`config.mk`:
```
export PLATFORM = sky130hd
export DESIGN_NAME = sbp_pipe_ctl
export DESIGN_NICKNAME = d
export VERILOG_FILES = /design/src/hw/sbp_pkg.sv /design/src/hw/sbp_slot_cnt.sv /design/src/hw/sbp_pipe_ctl.sv
export SDC_FILE = /design/constraint.sdc
export NUM_CORES = 1
export LEC_CHECK = 0
export BUFFER_PORTS_ARGS = -buffer_cell sky130_fd_sc_hd__buf_2
export CAP_MARGIN = 25
export CORE_MARGIN = 3
export CORE_UTILIZATION = 50
export CTS_CLUSTER_SIZE = 24
export DETAILED_ROUTE_END_ITERATION = 10
export PLACE_DENSITY_LB_ADDON = 0.25
export SLEW_MARGIN = 5
export SYNTH_ARGS = -nofsm -noshare
export SYNTH_HDL_FRONTEND = slang
export SYNTH_SLANG_ARGS = --single-unit
```
`constraint.sdc`:
```
create_clock -name ref_clk_i -period 4.5 [get_ports ref_clk_i]
set_input_delay 0.45 -clock ref_clk_i [delete_from_list [all_inputs] [get_ports ref_clk_i]]
set_output_delay 0.45 -clock ref_clk_i [all_outputs]
set_load 0.1 [all_outputs]
```
`src/hw/sbp_pkg.sv`:
```
// Shared types and constants for the call-branch and system-control
// pipeline sequencer.
// Assumes a single core clock and an upstream decoder that classifies
// each instruction before it reaches ID.
package sbp_pkg;

	// ------------------------------------------------------------
	// Widths and timing counts
	// ------------------------------------------------------------
	localparam int unsigned CNT_W = 3;
	localparam int unsigned REG_W = 4;

	// Extra EX slots after the first, loaded as count minus one
	localparam logic [CNT_W-1:0] STAT_REG_TAIL_LOAD = 3'h1;
	localparam logic [CNT_W-1:0] STAT_MEM_TAIL_LOAD = 3'h2;

	// ID slots lost after a DSP-variant control load
	localparam logic [CNT_W-1:0] DSP_ALU_DELAY = 3'h2;
	localparam logic [CNT_W-1:0] DSP_MEM_DELAY = 3'h4;

	localparam logic [CNT_W-1:0] CNT_RST = 3'h0;

	// ------------------------------------------------------------
	// Instruction classes seen by the sequencer
	// ------------------------------------------------------------
	typedef enum logic [3:0] {
		CLS_NOP           = 4'h0,
		CLS_CALL_PCREL    = 4'h1,
		CLS_CALL_PCREG    = 4'h2,
		CLS_CALL_IND      = 4'h3,
		CLS_CTL_ALU       = 4'h4,
		CLS_SYS_ALU       = 4'h5,
		CLS_LOOP_LOAD     = 4'h6,
		CLS_FLAG_OP       = 4'h7,
		CLS_TLB_LOAD      = 4'h8,
		CLS_STAT_LOAD_REG = 4'h9,
		CLS_STAT_LOAD_MEM = 4'ha,
		CLS_RA_LOAD_MEM   = 4'hb,
		CLS_CTL_LOAD_MEM  = 4'hc,
		CLS_RA_STORE_MEM  = 4'hd,
		CLS_OTHER         = 4'he
	} sbp_cls_e;

	// Write-back destination kinds
	typedef enum logic [2:0] {
		WBK_GPR  = 3'h0,
		WBK_RA   = 3'h1,
		WBK_CTL  = 3'h2,
		WBK_STAT = 3'h3,
		WBK_PTR  = 3'h4
	} sbp_wbk_e;

	// Long status-register load sequencer states
	typedef enum logic [2:0] {
		SEQ_RUN     = 3'b001,
		SEQ_STAT_MA = 3'b010,
		SEQ_STAT_EX = 3'b100
	} sbp_seq_e;

	// ------------------------------------------------------------
	// Carriers
	// ------------------------------------------------------------
	typedef struct packed {
		logic             valid;
		sbp_cls_e         cls;
		logic [REG_W-1:0] dst;
		logic [REG_W-1:0] ptr;
		logic [REG_W-1:0] src_a;
		logic [REG_W-1:0] src_b;
		logic             reads_stat;
	} sbp_instr_s;

	typedef struct packed {
		logic             req;
		logic             write;
		logic [REG_W-1:0] ptr;
	} sbp_ma_s;

	typedef struct packed {
		logic             en;
		sbp_wbk_e         kind;
		logic [REG_W-1:0] idx;
	} sbp_wb_s;

	typedef struct packed {
		logic [CNT_W-1:0] cnt;
	} sbp_cnt_s;

	typedef struct packed {
		sbp_seq_e   seq;
		sbp_instr_s ex;
		sbp_instr_s ma;
		sbp_instr_s wb;
	} sbp_state_s;

	localparam sbp_instr_s INSTR_BUBBLE = '0;

endpackage

```
`src/hw/sbp_slot_cnt.sv`:
```
// Down-counter of pipeline slots, used for ID delays and EX tails.
// Assumes load_i is a one-cycle request from logic on the same clock.
`timescale 1ns/1ns
`default_nettype none

module sbp_slot_cnt (
	input  wire logic                       ref_clk_i,
	input  wire logic                       rst_i,
	input  wire logic                       load_i,
	input  wire logic [sbp_pkg::CNT_W-1:0] val_i,
	output logic                            busy_o,
	output logic      [sbp_pkg::CNT_W-1:0] cnt_o
);

	sbp_pkg::sbp_cnt_s s_q;
	sbp_pkg::sbp_cnt_s s_d;

	// ------------------------------------------------------------
	// Next count
	// ------------------------------------------------------------
	always_comb begin
		s_d = s_q;
		if (load_i) begin
			s_d.cnt = val_i;
		end else if (s_q.cnt != sbp_pkg::CNT_RST) begin
			s_d.cnt = s_q.cnt - 3'h1;
		end
	end

	// Count register
	always_ff @(posedge ref_clk_i) begin
		if (rst_i) begin
			s_q.cnt <= sbp_pkg::CNT_RST;
		end else begin
			s_q <= s_d;
		end
	end

	// Outputs
	assign busy_o = (s_q.cnt != sbp_pkg::CNT_RST);
	assign cnt_o  = s_q.cnt;

endmodule

`default_nettype wire

```
`src/hw/sbp_pipe_ctl.sv`:
```
// Stage sequencer for call branches and system-control instructions.
// Assumes a decoder presents one classified instruction at ID and holds
// it until id_ready_o; the fetch path obeys if_en_o, redirect_o and
// discard_o; the memory path serves ma_o in the slot it is raised.
//
// How it works
// - Calls run IF ID EX MA WB; the delay-slot instruction executes.
// - The instruction fetched second after a call is discarded.
// - Target fetch starts in the slot right after the call's EX.
// - Register control/system moves compute in EX, hold in MA, write in WB.
// - DSP mode: control, loop or repeat loads delay next ID two slots.
// - Flag set/clear ops hold data through MA, write status in WB.
// - Status readers within two after a flag op are stalled.
// - Translation-entry load has no WB; its MA beats instruction fetch.
// - No-op uses IF, ID, EX only.
// - Status load from register: three EX slots, written in the last.
// - Status load from memory: EX, MA, three EX, written in the last.
// - After a status load, fetch resumes only after the final EX.
// - Memory loads of procedure/control registers interlock a dependent next instruction.
// - Procedure/control register memory MA wins over a concurrent fetch.
// - Procedure register store with pre-decrement writes the new pointer in WB.
// - DSP mode: control load from memory delays next ID four slots.
`timescale 1ns/1ns
`default_nettype none

module sbp_pipe_ctl (
	input  wire logic                ref_clk_i,
	input  wire logic                rst_i,
	input  wire logic                dsp_mode_i,
	input  wire sbp_pkg::sbp_instr_s id_instr_i,
	output logic                     id_ready_o,
	output logic                     if_en_o,
	output logic                     redirect_o,
	output logic                     discard_o,
	output logic                     interlock_o,
	output logic                     stat_write_o,
	output var sbp_pkg::sbp_ma_s     ma_o,
	output var sbp_pkg::sbp_wb_s     wb_o
);

	// ------------------------------------------------------------
	// Class helpers
	// ------------------------------------------------------------

	// Branches that save the return address
	function automatic logic is_call(input sbp_pkg::sbp_cls_e c);
		is_call = (c == sbp_pkg::CLS_CALL_PCREL) ||
			(c == sbp_pkg::CLS_CALL_PCREG) ||
			(c == sbp_pkg::CLS_CALL_IND);
	endfunction

	// Long status-register loads
	function automatic logic is_stat_load(input sbp_pkg::sbp_cls_e c);
		is_stat_load = (c == sbp_pkg::CLS_STAT_LOAD_REG) ||
			(c == sbp_pkg::CLS_STAT_LOAD_MEM);
	endfunction

	// Loads whose result arrives at end of MA
	function automatic logic is_mem_load(input sbp_pkg::sbp_cls_e c);
		is_mem_load = (c == sbp_pkg::CLS_RA_LOAD_MEM) ||
			(c == sbp_pkg::CLS_CTL_LOAD_MEM);
	endfunction

	// Classes that own an MA slot
	function automatic logic has_ma(input sbp_pkg::sbp_cls_e c);
		has_ma = (c != sbp_pkg::CLS_NOP) && !is_stat_load(c);
	endfunction

	// Classes that own a WB slot
	function automatic logic has_wb(input sbp_pkg::sbp_cls_e c);
		has_wb = has_ma(c) && (c != sbp_pkg::CLS_TLB_LOAD);
	endfunction

	// Classes whose MA really touches the memory path
	function automatic logic uses_mem(input sbp_pkg::sbp_cls_e c);
		uses_mem = (c == sbp_pkg::CLS_TLB_LOAD) ||
			(c == sbp_pkg::CLS_RA_LOAD_MEM) ||
			(c == sbp_pkg::CLS_CTL_LOAD_MEM) ||
			(c == sbp_pkg::CLS_RA_STORE_MEM);
	endfunction

	// Destination kind written in WB
	function automatic sbp_pkg::sbp_wbk_e wb_kind(input sbp_pkg::sbp_cls_e c);
		case (c)
			sbp_pkg::CLS_CALL_PCREL,
			sbp_pkg::CLS_CALL_PCREG,
			sbp_pkg::CLS_CALL_IND,
			sbp_pkg::CLS_RA_LOAD_MEM:  wb_kind = sbp_pkg::WBK_RA;
			sbp_pkg::CLS_CTL_ALU,
			sbp_pkg::CLS_LOOP_LOAD,
			sbp_pkg::CLS_CTL_LOAD_MEM: wb_kind = sbp_pkg::WBK_CTL;
			sbp_pkg::CLS_FLAG_OP:      wb_kind = sbp_pkg::WBK_STAT;
			sbp_pkg::CLS_RA_STORE_MEM: wb_kind = sbp_pkg::WBK_PTR;
			default:                   wb_kind = sbp_pkg::WBK_GPR;
		endcase
	endfunction

	// ------------------------------------------------------------
	// State
	// ------------------------------------------------------------
	sbp_pkg::sbp_state_s s_q;
	sbp_pkg::sbp_state_s s_d;

	logic                      ex_live;
	logic                      call_ex;
	logic                      flag_hz;
	logic                      lu_hz;
	logic                      stat_busy;
	logic                      id_hold;
	logic                      id_fire;
	logic                      fetch_hold;
	logic                      ma_mem;
	logic                      stat_last;
	logic                      dsp_load;
	logic [sbp_pkg::CNT_W-1:0] dsp_val;
	logic                      dsp_busy;
	logic                      tail_load;
	logic [sbp_pkg::CNT_W-1:0] tail_val;
	logic [sbp_pkg::CNT_W-1:0] tail_cnt;

	// ------------------------------------------------------------
	// Slot counters
	// ------------------------------------------------------------

	// ID delay after DSP-variant control loads
	sbp_slot_cnt u_dsp_delay (
		.ref_clk_i (ref_clk_i),
		.rst_i     (rst_i),
		.load_i    (dsp_load),
		.val_i     (dsp_val),
		.busy_o    (dsp_busy),
		.cnt_o     ()
	);

	// Trailing EX slots of status loads
	sbp_slot_cnt u_stat_tail (
		.ref_clk_i (ref_clk_i),
		.rst_i     (rst_i),
		.load_i    (tail_load),
		.val_i     (tail_val),
		.busy_o    (),
		.cnt_o     (tail_cnt)
	);

	// ------------------------------------------------------------
	// Hazards and stalls
	// ------------------------------------------------------------

	// Instruction sitting in EX
	assign ex_live = s_q.ex.valid;

	// Call in its EX slot redirects fetch
	assign call_ex = ex_live && is_call(s_q.ex.cls);

	// Status reader behind a pending flag write
	assign flag_hz = id_instr_i.valid && id_instr_i.reads_stat &&
		((ex_live && s_q.ex.cls == sbp_pkg::CLS_FLAG_OP) ||
		(s_q.ma.valid && s_q.ma.cls == sbp_pkg::CLS_FLAG_OP));

	// Next instruction reads a register still being loaded
	assign lu_hz = id_instr_i.valid && ex_live && is_mem_load(s_q.ex.cls) &&
		((id_instr_i.src_a == s_q.ex.dst) ||
		(id_instr_i.src_b == s_q.ex.dst));

	// Status load occupies EX
	assign stat_busy = (s_q.seq != sbp_pkg::SEQ_RUN) ||
		(ex_live && is_stat_load(s_q.ex.cls));

	// Final EX slot of a status load
	assign stat_last = (s_q.seq == sbp_pkg::SEQ_STAT_EX) &&
		(tail_cnt == sbp_pkg::CNT_RST);

	// ID stall sources
	assign id_hold = call_ex || dsp_busy || stat_busy || flag_hz || lu_hz;
	assign id_fire = id_instr_i.valid && !id_hold;

	// No fetch from status load's ID through its final EX
	assign fetch_hold = stat_busy ||
		(id_instr_i.valid && is_stat_load(id_instr_i.cls));

	// Memory slot in use this cycle
	assign ma_mem = (s_q.ma.valid && uses_mem(s_q.ma.cls)) ||
		(s_q.seq == sbp_pkg::SEQ_STAT_MA);

	// ------------------------------------------------------------
	// DSP-variant ID delay requests
	// ------------------------------------------------------------
	always_comb begin
		dsp_load = 1'b0;
		dsp_val  = sbp_pkg::CNT_RST;
		if (id_fire && dsp_mode_i) begin
			case (id_instr_i.cls)
				sbp_pkg::CLS_CTL_ALU,
				sbp_pkg::CLS_LOOP_LOAD: begin
					dsp_load = 1'b1;
					dsp_val  = sbp_pkg::DSP_ALU_DELAY;
				end
				sbp_pkg::CLS_CTL_LOAD_MEM: begin
					dsp_load = 1'b1;
					dsp_val  = sbp_pkg::DSP_MEM_DELAY;
				end
				default: begin
					dsp_load = 1'b0;
				end
			endcase
		end
	end

	// ------------------------------------------------------------
	// Stage advance and status-load sequencing
	// ------------------------------------------------------------
	always_comb begin
		s_d       = s_q;
		tail_load = 1'b0;
		tail_val  = sbp_pkg::CNT_RST;

		// Normal flow: ID to EX, EX to MA, MA to WB
		s_d.ex = id_fire ? id_instr_i : sbp_pkg::INSTR_BUBBLE;
		s_d.ma = sbp_pkg::INSTR_BUBBLE;
		if (ex_live && has_ma(s_q.ex.cls)) begin
			s_d.ma = s_q.ex;
		end
		s_d.wb = sbp_pkg::INSTR_BUBBLE;
		if (s_q.ma.valid && has_wb(s_q.ma.cls)) begin
			s_d.wb = s_q.ma;
		end

		case (s_q.seq)
			sbp_pkg::SEQ_RUN: begin
				if (ex_live && s_q.ex.cls == sbp_pkg::CLS_STAT_LOAD_REG) begin
					s_d.ex    = s_q.ex;
					s_d.seq   = sbp_pkg::SEQ_STAT_EX;
					tail_load = 1'b1;
					tail_val  = sbp_pkg::STAT_REG_TAIL_LOAD;
				end else if (ex_live && s_q.ex.cls == sbp_pkg::CLS_STAT_LOAD_MEM) begin
					s_d.ex  = s_q.ex;
					s_d.seq = sbp_pkg::SEQ_STAT_MA;
				end
			end
			sbp_pkg::SEQ_STAT_MA: begin
				s_d.ex    = s_q.ex;
				s_d.seq   = sbp_pkg::SEQ_STAT_EX;
				tail_load = 1'b1;
				tail_val  = sbp_pkg::STAT_MEM_TAIL_LOAD;
			end
			sbp_pkg::SEQ_STAT_EX: begin
				if (stat_last) begin
					s_d.ex  = sbp_pkg::INSTR_BUBBLE;
					s_d.seq = sbp_pkg::SEQ_RUN;
				end else begin
					s_d.ex = s_q.ex;
				end
			end
			default: begin
				s_d.seq = sbp_pkg::SEQ_RUN;
			end
		endcase
	end

	// Stage registers
	always_ff @(posedge ref_clk_i) begin
		if (rst_i) begin
			s_q.seq <= sbp_pkg::SEQ_RUN;
			s_q.ex  <= sbp_pkg::INSTR_BUBBLE;
			s_q.ma  <= sbp_pkg::INSTR_BUBBLE;
			s_q.wb  <= sbp_pkg::INSTR_BUBBLE;
		end else begin
			s_q <= s_d;
		end
	end

	// ------------------------------------------------------------
	// Fetch-side outputs
	// ------------------------------------------------------------

	// ID accept and fetch permission
	assign id_ready_o  = !id_hold;
	assign if_en_o     = !fetch_hold && !ma_mem;
	assign interlock_o = lu_hz;

	// Target fetch next slot; this slot's fetch is dropped
	assign redirect_o = call_ex;
	assign discard_o  = call_ex;

	// ------------------------------------------------------------
	// Memory access port
	// ------------------------------------------------------------
	always_comb begin
		ma_o.req   = ma_mem;
		ma_o.write = s_q.ma.valid && s_q.ma.cls == sbp_pkg::CLS_RA_STORE_MEM;
		ma_o.ptr   = s_q.ma.ptr;
		if (s_q.seq == sbp_pkg::SEQ_STAT_MA) begin
			ma_o.ptr = s_q.ex.ptr;
		end
	end

	// ------------------------------------------------------------
	// Write-back port
	// ------------------------------------------------------------
	always_comb begin
		wb_o.en   = s_q.wb.valid;
		wb_o.kind = wb_kind(s_q.wb.cls);
		wb_o.idx  = s_q.wb.dst;
		if (s_q.wb.cls == sbp_pkg::CLS_RA_STORE_MEM) begin
			wb_o.idx = s_q.wb.ptr;
		end
	end

	// Status register written by flag ops in WB or status loads in last EX
	assign stat_write_o = stat_last ||
		(s_q.wb.valid && s_q.wb.cls == sbp_pkg::CLS_FLAG_OP);

endmodule

`default_nettype wire

```
# Word level (Yosys, flattened, before mapping)
# Memory sizes are Yosys's and may differ from the RTL's. A register that Yosys moved wholly into a read port is not among the register bits.
# Cells that the tools add are included.
[classes]
addsub = 2
n_eq_ne = 33
muxes = 22
bitwise = 3
reduce_logical = 61
[op_table]
columns = ["cell", "count"]
rows = [
  ["$pmux 22 s3", 1],
  ["$eq 4x4->1 const B", 14],
  ["$mux 25", 2],
  ["$mux 22", 2],
  ["$logic_and 1x1->1", 24],
  ["$eq 4x3->1 const B", 5],
  ["$logic_or 1x1->1", 19],
  ["$mux 3", 6],
  ["$mux 4", 3],
  ["$pmux 3 s3", 1],
  ["$eq 4x2->1 const B", 2],
  ["$eq 4x4->1", 2],
  ["$reduce_bool 4->1", 2],
  ["$ne 2x2->1 const B", 3],
  ["$pmux 3 s2", 1],
  ["$reduce_bool 3->1", 2],
  ["$reduce_or 2->1", 3],
  ["$sub 3x1->3 const B", 2],
  ["$logic_not 1->1", 5],
  ["$eq 4x1->1 const B", 1],
  ["$mux 1", 4],
  ["$ne 4x4->1 const B", 1],
  ["$pmux 2 s2", 1],
  ["$reduce_and 4->1", 1],
  ["11 further kinds", 14],
]
[totals]
ff_bits = 48
mem_bits_ro = 48
in_bits = 25
out_inout_bits = 20
word_cells = 137
n_memories = 1
[memory_table]
columns = ["name", "depth", "word_bits", "read_ports", "rd_ports_with_merged_regs", "write_ports", "line", "source"]
rows = [
  ["(name not given)", 16, 3, 1, 1, 0, "sbp_pipe_ctl.sv:84", "case (c)"],
]

# Logic depth before layout (Yosys ltp)
# Gate-level depths: netlist (run 1).
[depth]
ltp_word = 14
depth_mapped = 9
ltp_nobuf = 8

# Modules after synthesis
# Synthesis (run 1) repeated with hierarchy kept, for this count alone.
[unflattened]
cells_unflattened = 253
hier_area_um2 = 2502.4
[modules_own_cells]
columns = ["module", "n_inst", "cells_per_inst", "area_per_inst_um2", "seq_area_each_um2"]
rows = [
  ["sbp_pipe_ctl", 1, 211, 2097.0, 900.9],
  ["sbp_slot_cnt", 2, 21, 202.7, 60.1],
]

# Worst setup path before layout (run 1)
# OpenSTA, ideal clock, no wires.
[synth_timing]
path_kind = "register to register"
startpoint = "register s_q[62] in the netlist's numbering"
endpoint = "register s_q[61] in the netlist's numbering"
setup_ns = 0.128
t_arrival_ns = 3.707
required_time_ns = 4.372
setup_slack_ns = 0.665
path_stages_with_launch = 9
path_buffers = 2
synth_period_minus_slack_ns = 3.835
cell_sequence = "dfxtp_1 -> buf_2 -> nor2_2 -> nor3_1 -> or3_4 -> and4bb_1 -> buf_6 -> a22oi_1 -> nor2_1"
[synth_via]
elab_chain_len = 14
word_cells_on_any_way = 35
classes_between = "10 x eq/ne; 4 x mux; 21 x reduce/logical"
[synth_lines]
columns = ["element", "line", "source"]
rows = [
  ["start, declared", "sbp_pipe_ctl.sv:101", "sbp_pkg::sbp_state_s s_q;"],
  ["$eq 4x1->1 / $eq 4x2->1 (equally long branches)", "sbp_pipe_ctl.sv:47, sbp_pipe_ctl.sv:48", ""],
  ["$logic_or 1x1->1", "sbp_pipe_ctl.sv:47", "is_call = (c == sbp_pkg::CLS_CALL_PCREL) ||"],
  ["$logic_or 1x1->1 *", "sbp_pipe_ctl.sv:48", "(c == sbp_pkg::CLS_CALL_PCREG) ||"],
  ["$logic_and 1x1->1 *", "sbp_pipe_ctl.sv:153", "assign call_ex = ex_live && is_call(s_q.ex.cls);"],
  ["net discard_o", "sbp_pipe_ctl.sv:34", "output logic discard_o,"],
  ["$logic_or 1x1->1 * (4 in series)", "sbp_pipe_ctl.sv:174", "assign id_hold = call_ex || dsp_busy || stat_busy || flag_hz || lu_hz;"],
  ["$logic_not 1->1 *", "sbp_pipe_ctl.sv:175", "assign id_fire = id_instr_i.valid && !id_hold;"],
  ["$logic_and 1x1->1 *", "sbp_pipe_ctl.sv:175", ""],
  ["$mux 22 *", "sbp_pipe_ctl.sv:218", "s_d.ex = id_fire ? id_instr_i : sbp_pkg::INSTR_BUBBLE;"],
  ["$mux 25", "sbp_pipe_ctl.sv:235", "end else if (ex_live && s_q.ex.cls == sbp_pkg::CLS_STAT_LOAD_MEM) begin"],
  ["$mux 25", "sbp_pipe_ctl.sv:230", "if (ex_live && s_q.ex.cls == sbp_pkg::CLS_STAT_LOAD_REG) begin"],
  ["$pmux 22 s3 *", "sbp_pipe_ctl.sv:228", "case (s_q.seq)"],
]
# The timed path passes the listed nets; every way through them passes the cells marked *. The select of a mux whose other input is x is not followed.
# A chain may end at the register's enable or synchronous reset.

# Final worst setup path (run 1)
[layout_timing]
startpoint = "register s_q[61] in the netlist's numbering"
endpoint = "output id_ready_o"
[layout_via]
elab_chain_len = 9
word_cells_on_any_way = 25
classes_between = "8 x eq/ne; 17 x reduce/logical"
[layout_lines]
columns = ["element", "line", "source"]
rows = [
  ["$eq 4x1->1 / $eq 4x2->1 (equally long branches)", "sbp_pipe_ctl.sv:47, sbp_pipe_ctl.sv:48", ""],
  ["$logic_or 1x1->1", "sbp_pipe_ctl.sv:47", ""],
  ["$logic_or 1x1->1", "sbp_pipe_ctl.sv:48", ""],
  ["$logic_and 1x1->1", "sbp_pipe_ctl.sv:153", ""],
  ["$logic_or 1x1->1 (3 in series)", "sbp_pipe_ctl.sv:174", ""],
  ["$logic_or 1x1->1 *", "sbp_pipe_ctl.sv:174", ""],
  ["$logic_not 1->1 *", "sbp_pipe_ctl.sv:277", "assign id_ready_o = !id_hold;"],
  ["end, declared", "sbp_pipe_ctl.sv:31", "output logic id_ready_o,"],
]
# Mark *: on every way between the ends. The rest lies on a longest branch, timed or not.

==> run_results.csv, run 1 <==
group,metric,value,unit
grt,grt_pass1_wl,7.26,mm
grt,grt_pass1_vias,1639,
clock_network,clkLatencyLatePin,0.30,ns
yosys,ys.flop_type,"dfxtp_1",
setup_path,crit_family,"simple AND/OR/NAND/NOR gates",
setup_path,cpPeakStageDelay,0.49,ns
setup_path,cp-startpoint,"s_q[61]",
die,die_h,73.2,um
setup_path,critPathLaunchType,"register",
clock_network,cts_buffers,5,
finish,finish.instance_area,2590,um^2
setup_path,cp-endpoint,"id_ready_o",
die,dieArea,5360,um^2
sta,whs,0.400,ns
finish,syn2layout_area_growth,14.7,%
setup_path,cp.arrival,2.22,ns
die,core,4170,um^2
sta,finalClockSkew,0.00575,ns
placement,routabilityCongestion,0.767,
clock_network,hold_buffers,0,
yosys,ys_ff_latch,51,
detailed_routing,dr.pass1.iters,4,
status,status,"completed",
clock_network,cts_tree,"built",
die,initial_utilization,54.1,%
detailed_routing,vias,1729,
setup_path,crit_path_top_delay_cell,"buf_2",
finish,multi_input_area,1130,um^2
grt,overflow,0,
finish,seq_area,1020,um^2
sta,slew_headroom,34.0,%
yosys,synth_commonest_cells,"dfxtp_1 (51), nor2_1 (28), and2_1 (23)",
sta,worstMarginPinSlew,0.988,ns
setup_path,worstPathRequired,4.05,ns
power,power,1.17,mW
sta,drv_slew,0,
detailed_routing,drtAntennaViolNets,0,
setup_path,critical_path.max_fanout,9,
yosys,syn-cell-area,2260,um^2
placement,place.port_buffers,44,
setup_path,r2r-start,"s_q[61]",
die,io_pins,45,
detailed_routing,drt-vias-per-instance,5.30,
yosys,yosysMostFrequentCell,"dfxtp_1",
yosys,yosysWarnings,0,
finish,final_nets,304,
yosys,avgSynthCellArea,9.61,um^2
sta,finalCriticalPeriod,2.67,ns
sta,finalSetupTns,0,ns
die,die_w,73.2,um
min_path,hold_path.class,"input port to register",
sta,finalHoldViolations,0,
clock_network,htreeDepth,2,
setup_path,cp-end-kind,"output port",
yosys,synthCells,235,
clock_network,cts_resized,0,
placement,hpwl,3.22,mm
min_path,min_from,"id_instr_i[14]",
detailed_routing,routedWlPerCell,13.2,um
clock_network,clock-root-buffer,"clkbuf_8",
grt,grt_max_degree,25,
yosys,postSynth.asyncResetShare,0,%
yosys,yosys.area.top_type,"dfxtp_1",
setup_path,r2r-end,"s_q[56]",
setup_path,reg2reg_slack,2.43,ns
yosys,synth_edf_count,0,
detailed_routing,drt_iter0_markers,65,
sta,fin_crit_sh,59.2,%
sta,report.final.setup_viol,0,
grt,antenna_found_initial,0,
setup_path,cp.depth,5,
yosys,syn_nets,264,
die,row_count,23,
setup_path,path_class,"register to output port",
setup_path,r2r_cells,6,
finish,drive_gt1_share,25.4,%
finish,nFillCells,368,
yosys,synth_area_leaders,"dfxtp_1 (45%), and2_1 (6.4%), xnor2_1 (5.0%), nor2_1 (4.7%), a22oi_1 (4.0%)",
power,p_per_area,452,nW/um^2
grt,grtUsageTotal,17.2,%
detailed_routing,wl,4.29,mm
clock_network,clkSlewWorstSetupHoldPaths,0.10,ns
yosys,synth_cell_type_count,43,
setup_path,path_cells,"nor2_2, nor3_1, or3_4, nor4_4, buf_2",
job,cap_viol_max_count,0,
power,leakage,1.10,nW
setup_path,crit_buf_inv,1,
sta,fmax,375,MHz
clock_network,post_cts_buffers,0,
sta,rsz0062_at_grt,"no",
clock_network,clock-sinks,51,
power,vdd_ir_drop_max,306,uV
placement,placed_area,2470,um^2
finish,n_antenna_cell,0,
detailed_routing,drcViolationCount,0,
clock_network,clock_path_buffers,2,
yosys,synth_top_area_share,45.2,%
yosys,ys_seq_area_share,45.2,%
worst min path at each step:
stage | endpoint | slack (ns) | depth (start not counted)
2_1_floorplan | s_q[13] | 0.41 | 1
3_3_place_gp | s_q[13] | 0.41 | 1
3_5_place_dp | s_q[15] | 0.41 | 1
4_1_cts | s_q[59] | 0.39 | 3
5_1_grt | s_q[58] | 0.40 | 3
6_report | s_q[58] | 0.40 | 3
metal layers:
metal  track usage, %  vias to the layer above  wire (um)
li1                 -                      879          -
met1             22.5                      797       2010
met2             27.9                       49       2040
met3             4.41                        4        211
met4             4.92                        0         34
met5                0                        -          0
report_power, final:
group	internal (mW)	switching [mW]	total, mW
clock	0.168	0.155	0.323
sequential	0.489	0.0343	0.524
combinational	0.127	0.197	0.325
total	0.784	0.387	1.17
area by class of cell:
type                    count  share of cell area, %
multi-input cells         164                   43.7
repair buffers             46                   8.99
well taps                  50                   2.42
clock buffers               5                   2.66
flip-flops and latches     51                   39.4
inverters                   7                   1.01
clock inverters             3                   1.79
cells in the final DEF, fill, tap and decap left out, types with 4 or more instances in the layout:
cell type / instances
nor3_1: 5
a211oi_1: 4
nand3_1: 4
xnor2_1: 13
a21oi_1: 4
ha_1: 4
dfxtp_1: 51
nor3b_1: 5
mux2_2: 8
buf_2: 45
and2_1: 23
nand2b_1: 4
nor2_1: 28
clkbuf_8: 5
inv_1: 7
nor2b_1: 6
a22oi_1: 12
nand2_1: 13
state kept, by name, summed over array words and instances, names as in the netlist:
register and flops:
u_stat_tail.cnt_o 3, ex_live 1, s_q 40, u_dsp_delay.cnt_o 3, wb_o 4
through the flow:
step / setup slack, ns / std cells / util (%)
final: 1.83 / 326 / 62.1
after global routing: 1.70 / 326 / 62.1
after CTS: 1.82 / 326 / 62.1
after detailed placement: 2.16 / 318 / 59.3
after global placement: 2.18 / 317 / 59.2
after floorplan: 0.665 / 235 / -
kinds of logic after synthesis:
| family | Yosys count | share of synthesized area, % |
|---|---|---|
| mux | 8 | 3.99 |
| flops | 51 | 45.2 |
| simple gates | 104 | 26.4 |
| compound gates | 33 | 11.6 |
| buf+inv | 20 | 4.65 |
| fa+ha+maj | 5 | 2.66 |
| xor+xnor | 14 | 5.43 |
worst reg2reg max path, cell delays in order (launching register included):
cell	delay, ns
dfxtp_1	0.41
nor2_2	0.19
nor3_1	0.10
or3_4	0.44
and4bb_1	0.59
a22oi_1	0.17
nor2_1	0.10
Power figures use the tool's default switching activity.
==> run 2, diff against run 1 <==
Settings changed: CORE_UTILIZATION 50 to 49.
Clock period 4.5 ns to 2.45 ns, I/O delays scaled along.
==> run_results.csv, run 2 (same netlist as run 1, synthesis figures left out) <==
group,metric,value,unit
status,status,"completed",
power,leakage,1.12,nW
die,die_h,73.9,um
clock_network,cts_tree,"built",
clock_network,clock-root-buffer,"clkbuf_8",
power,switching_share,34.3,%
clock_network,clock_path_buffers,2,
clock_network,clkSlewWorstSetupHoldPaths,0.09,ns
grt,grtUsageMet1,24.3,%
grt,grt_max_degree,24,
grt,overflow,0,
setup_path,cp.arrival,2.05,ns
min_path,hold_path.class,"input port to register",
clock_network,cts_resized,0,
setup_path,path_class,"register to output port",
finish,n_antenna_cell,0,
detailed_routing,drtAntennaViolNets,0,
power,p_per_area,790,nW/um^2
setup_path,cpPeakStageDelay,0.56,ns
finish,layout_common_cells,"dfxtp_1 (47), buf_2 (45), nor2_1 (28), and2_1 (23)",
clock_network,hold_buffers,0,
sta,fin_crit_sh,93.6,%
power,p_comb_share,30.4,%
detailed_routing,drt_iter0_markers,112,
sta,fmax,436,MHz
detailed_routing,dr.pass1.iters,4,
detailed_routing,drt-vias-per-instance,5.19,
die,row_count,24,
placement,routabilityCongestion,0.770,
die,dieArea,5460,um^2
detailed_routing,routedWlPerCell,13.3,um
grt,antenna_found_initial,0,
detailed_routing,vias,1718,
setup_path,cp-end-kind,"output port",
grt,use_met3,4.79,%
power,intPower,1.39,mW
finish,largest_register,"s_q",
sta,rsz0062_at_grt,"no",
sta,slew_headroom,57.5,%
setup_path,crit_path_top_delay_cell,"dfxtp_1",
sta,worstMarginPinSlew,0.638,ns
sta,finalCriticalPeriod,2.29,ns
setup_path,worstPathRequired,2.20,ns
setup_path,critPathLaunchType,"register",
clock_network,cts_buffers,5,
grt,grtUsageTotal,17.5,%
finish,syn2layout_area_growth,18.7,%
detailed_routing,drcViolationCount,0,
placement,place.port_buffers,44,
finish,nFillCells,382,
power,pwr-share-clk,23.9,%
setup_path,path_cells,"xnor2_1, o31ai_2, nor4_4, clkbuf_4",
finish,drive_gt1_share,32.3,%
power,p_seq_share,45.7,%
finish,multi_input_area,1210,um^2
grt,grt_pass1_wl,7.34,mm
setup_path,crit_buf_inv,1,
die,initial_utilization,51.2,%
finish,post-route-util,60.7,%
clock_network,clock-sinks,51,
setup_path,crit_family,"flip-flops",
detailed_routing,wl,4.39,mm
finish,seq_area,1030,um^2
sta,finalHoldViolations,0,
setup_path,critical_path.max_fanout,9,
sta,whs,0.187,ns
sta,report.final.setup_viol,0,
power,p_switching,0.726,mW
die,core,4410,um^2
sta,finalClockSkew,0.00813,ns
job,cap_viol_max_count,0,
die,io_pins,45,
finish,layout_commonest_cell,"dfxtp_1",
grt,grt-busiest-layer,"met2",
die,die_w,73.9,um
clock_network,clkLatencyLatePin,0.30,ns
finish,largest_register_ffs,40,
placement,dp_slack,0.307,ns
clock_network,post_cts_buffers,0,
sta,drv_slew,0,
grt,grt_pass1_vias,1593,
clock_network,htreeDepth,2,
power,vdd_ir_drop_max,661,uV
grt,gr-usage-met2,26.1,%
placement,hpwl,3.35,mm
finish,final_nets,307,
sta,fin_ws,0.157,ns
## run 2: per-stage QoR
step           std cells  area [um^2]  power, mW  TNS [ns]
2_1_floorplan        235         2350       1.53    -0.839
3_3_place_gp         321         2570       1.61         0
3_5_place_dp         322         2570       1.62         0
4_1_cts              330         2670       2.13         0
5_1_grt              331         2680       2.26         0
6_report             331         2680       2.12         0
## run 2: cell type report
cell class,count,area share [%]
Inverter,7,0.980
Multi-Input combinational cell,164,45.1
Sequential cell,51,38.3
Clock inverter,2,0.607
Tap cell,52,2.43
Clock buffer,6,3.08
Timing Repair Buffer,49,9.52
## run 2: worst register-to-register path: cells and delay by family, from the launching register on
family	cells	cell delay (ns)
AO/OA/AOI/OAI	1	0.20
flip-flops	1	0.47
AND/OR/NAND/NOR	5	1.43
## run 2: metal layers
| layer | wire length (um) | vias to the layer above |
|---|---|---|
| met5 | 0 | - |
| met4 | 74 | 0 |
| met3 | 204 | 7 |
| met2 | 1970 | 35 |
| met1 | 2140 | 782 |
| li1 | - | 894 |
## run 2: final timing paths
check | from | endpoint | slack [ns] | cells past startpoint
worst max-delay path | s_q[62] | id_ready_o | 0.16 | 4
worst max register to register | s_q[42] | s_q[60] | 0.29 | 6
worst min register to register | s_q[36] | s_q[14] | 0.43 | 1
worst min-delay path | id_instr_i[10] | s_q[54] | 0.19 | 3
## run 2: power by group through the flow
stage	clock, mW	combinational [mW]	sequential, mW
after floorplan	0	0.569	0.959
after global placement	0	0.628	0.985
after detailed placement	0	0.640	0.985
after CTS	0.521	0.642	0.966
after global routing	0.548	0.731	0.978
final	0.507	0.644	0.967
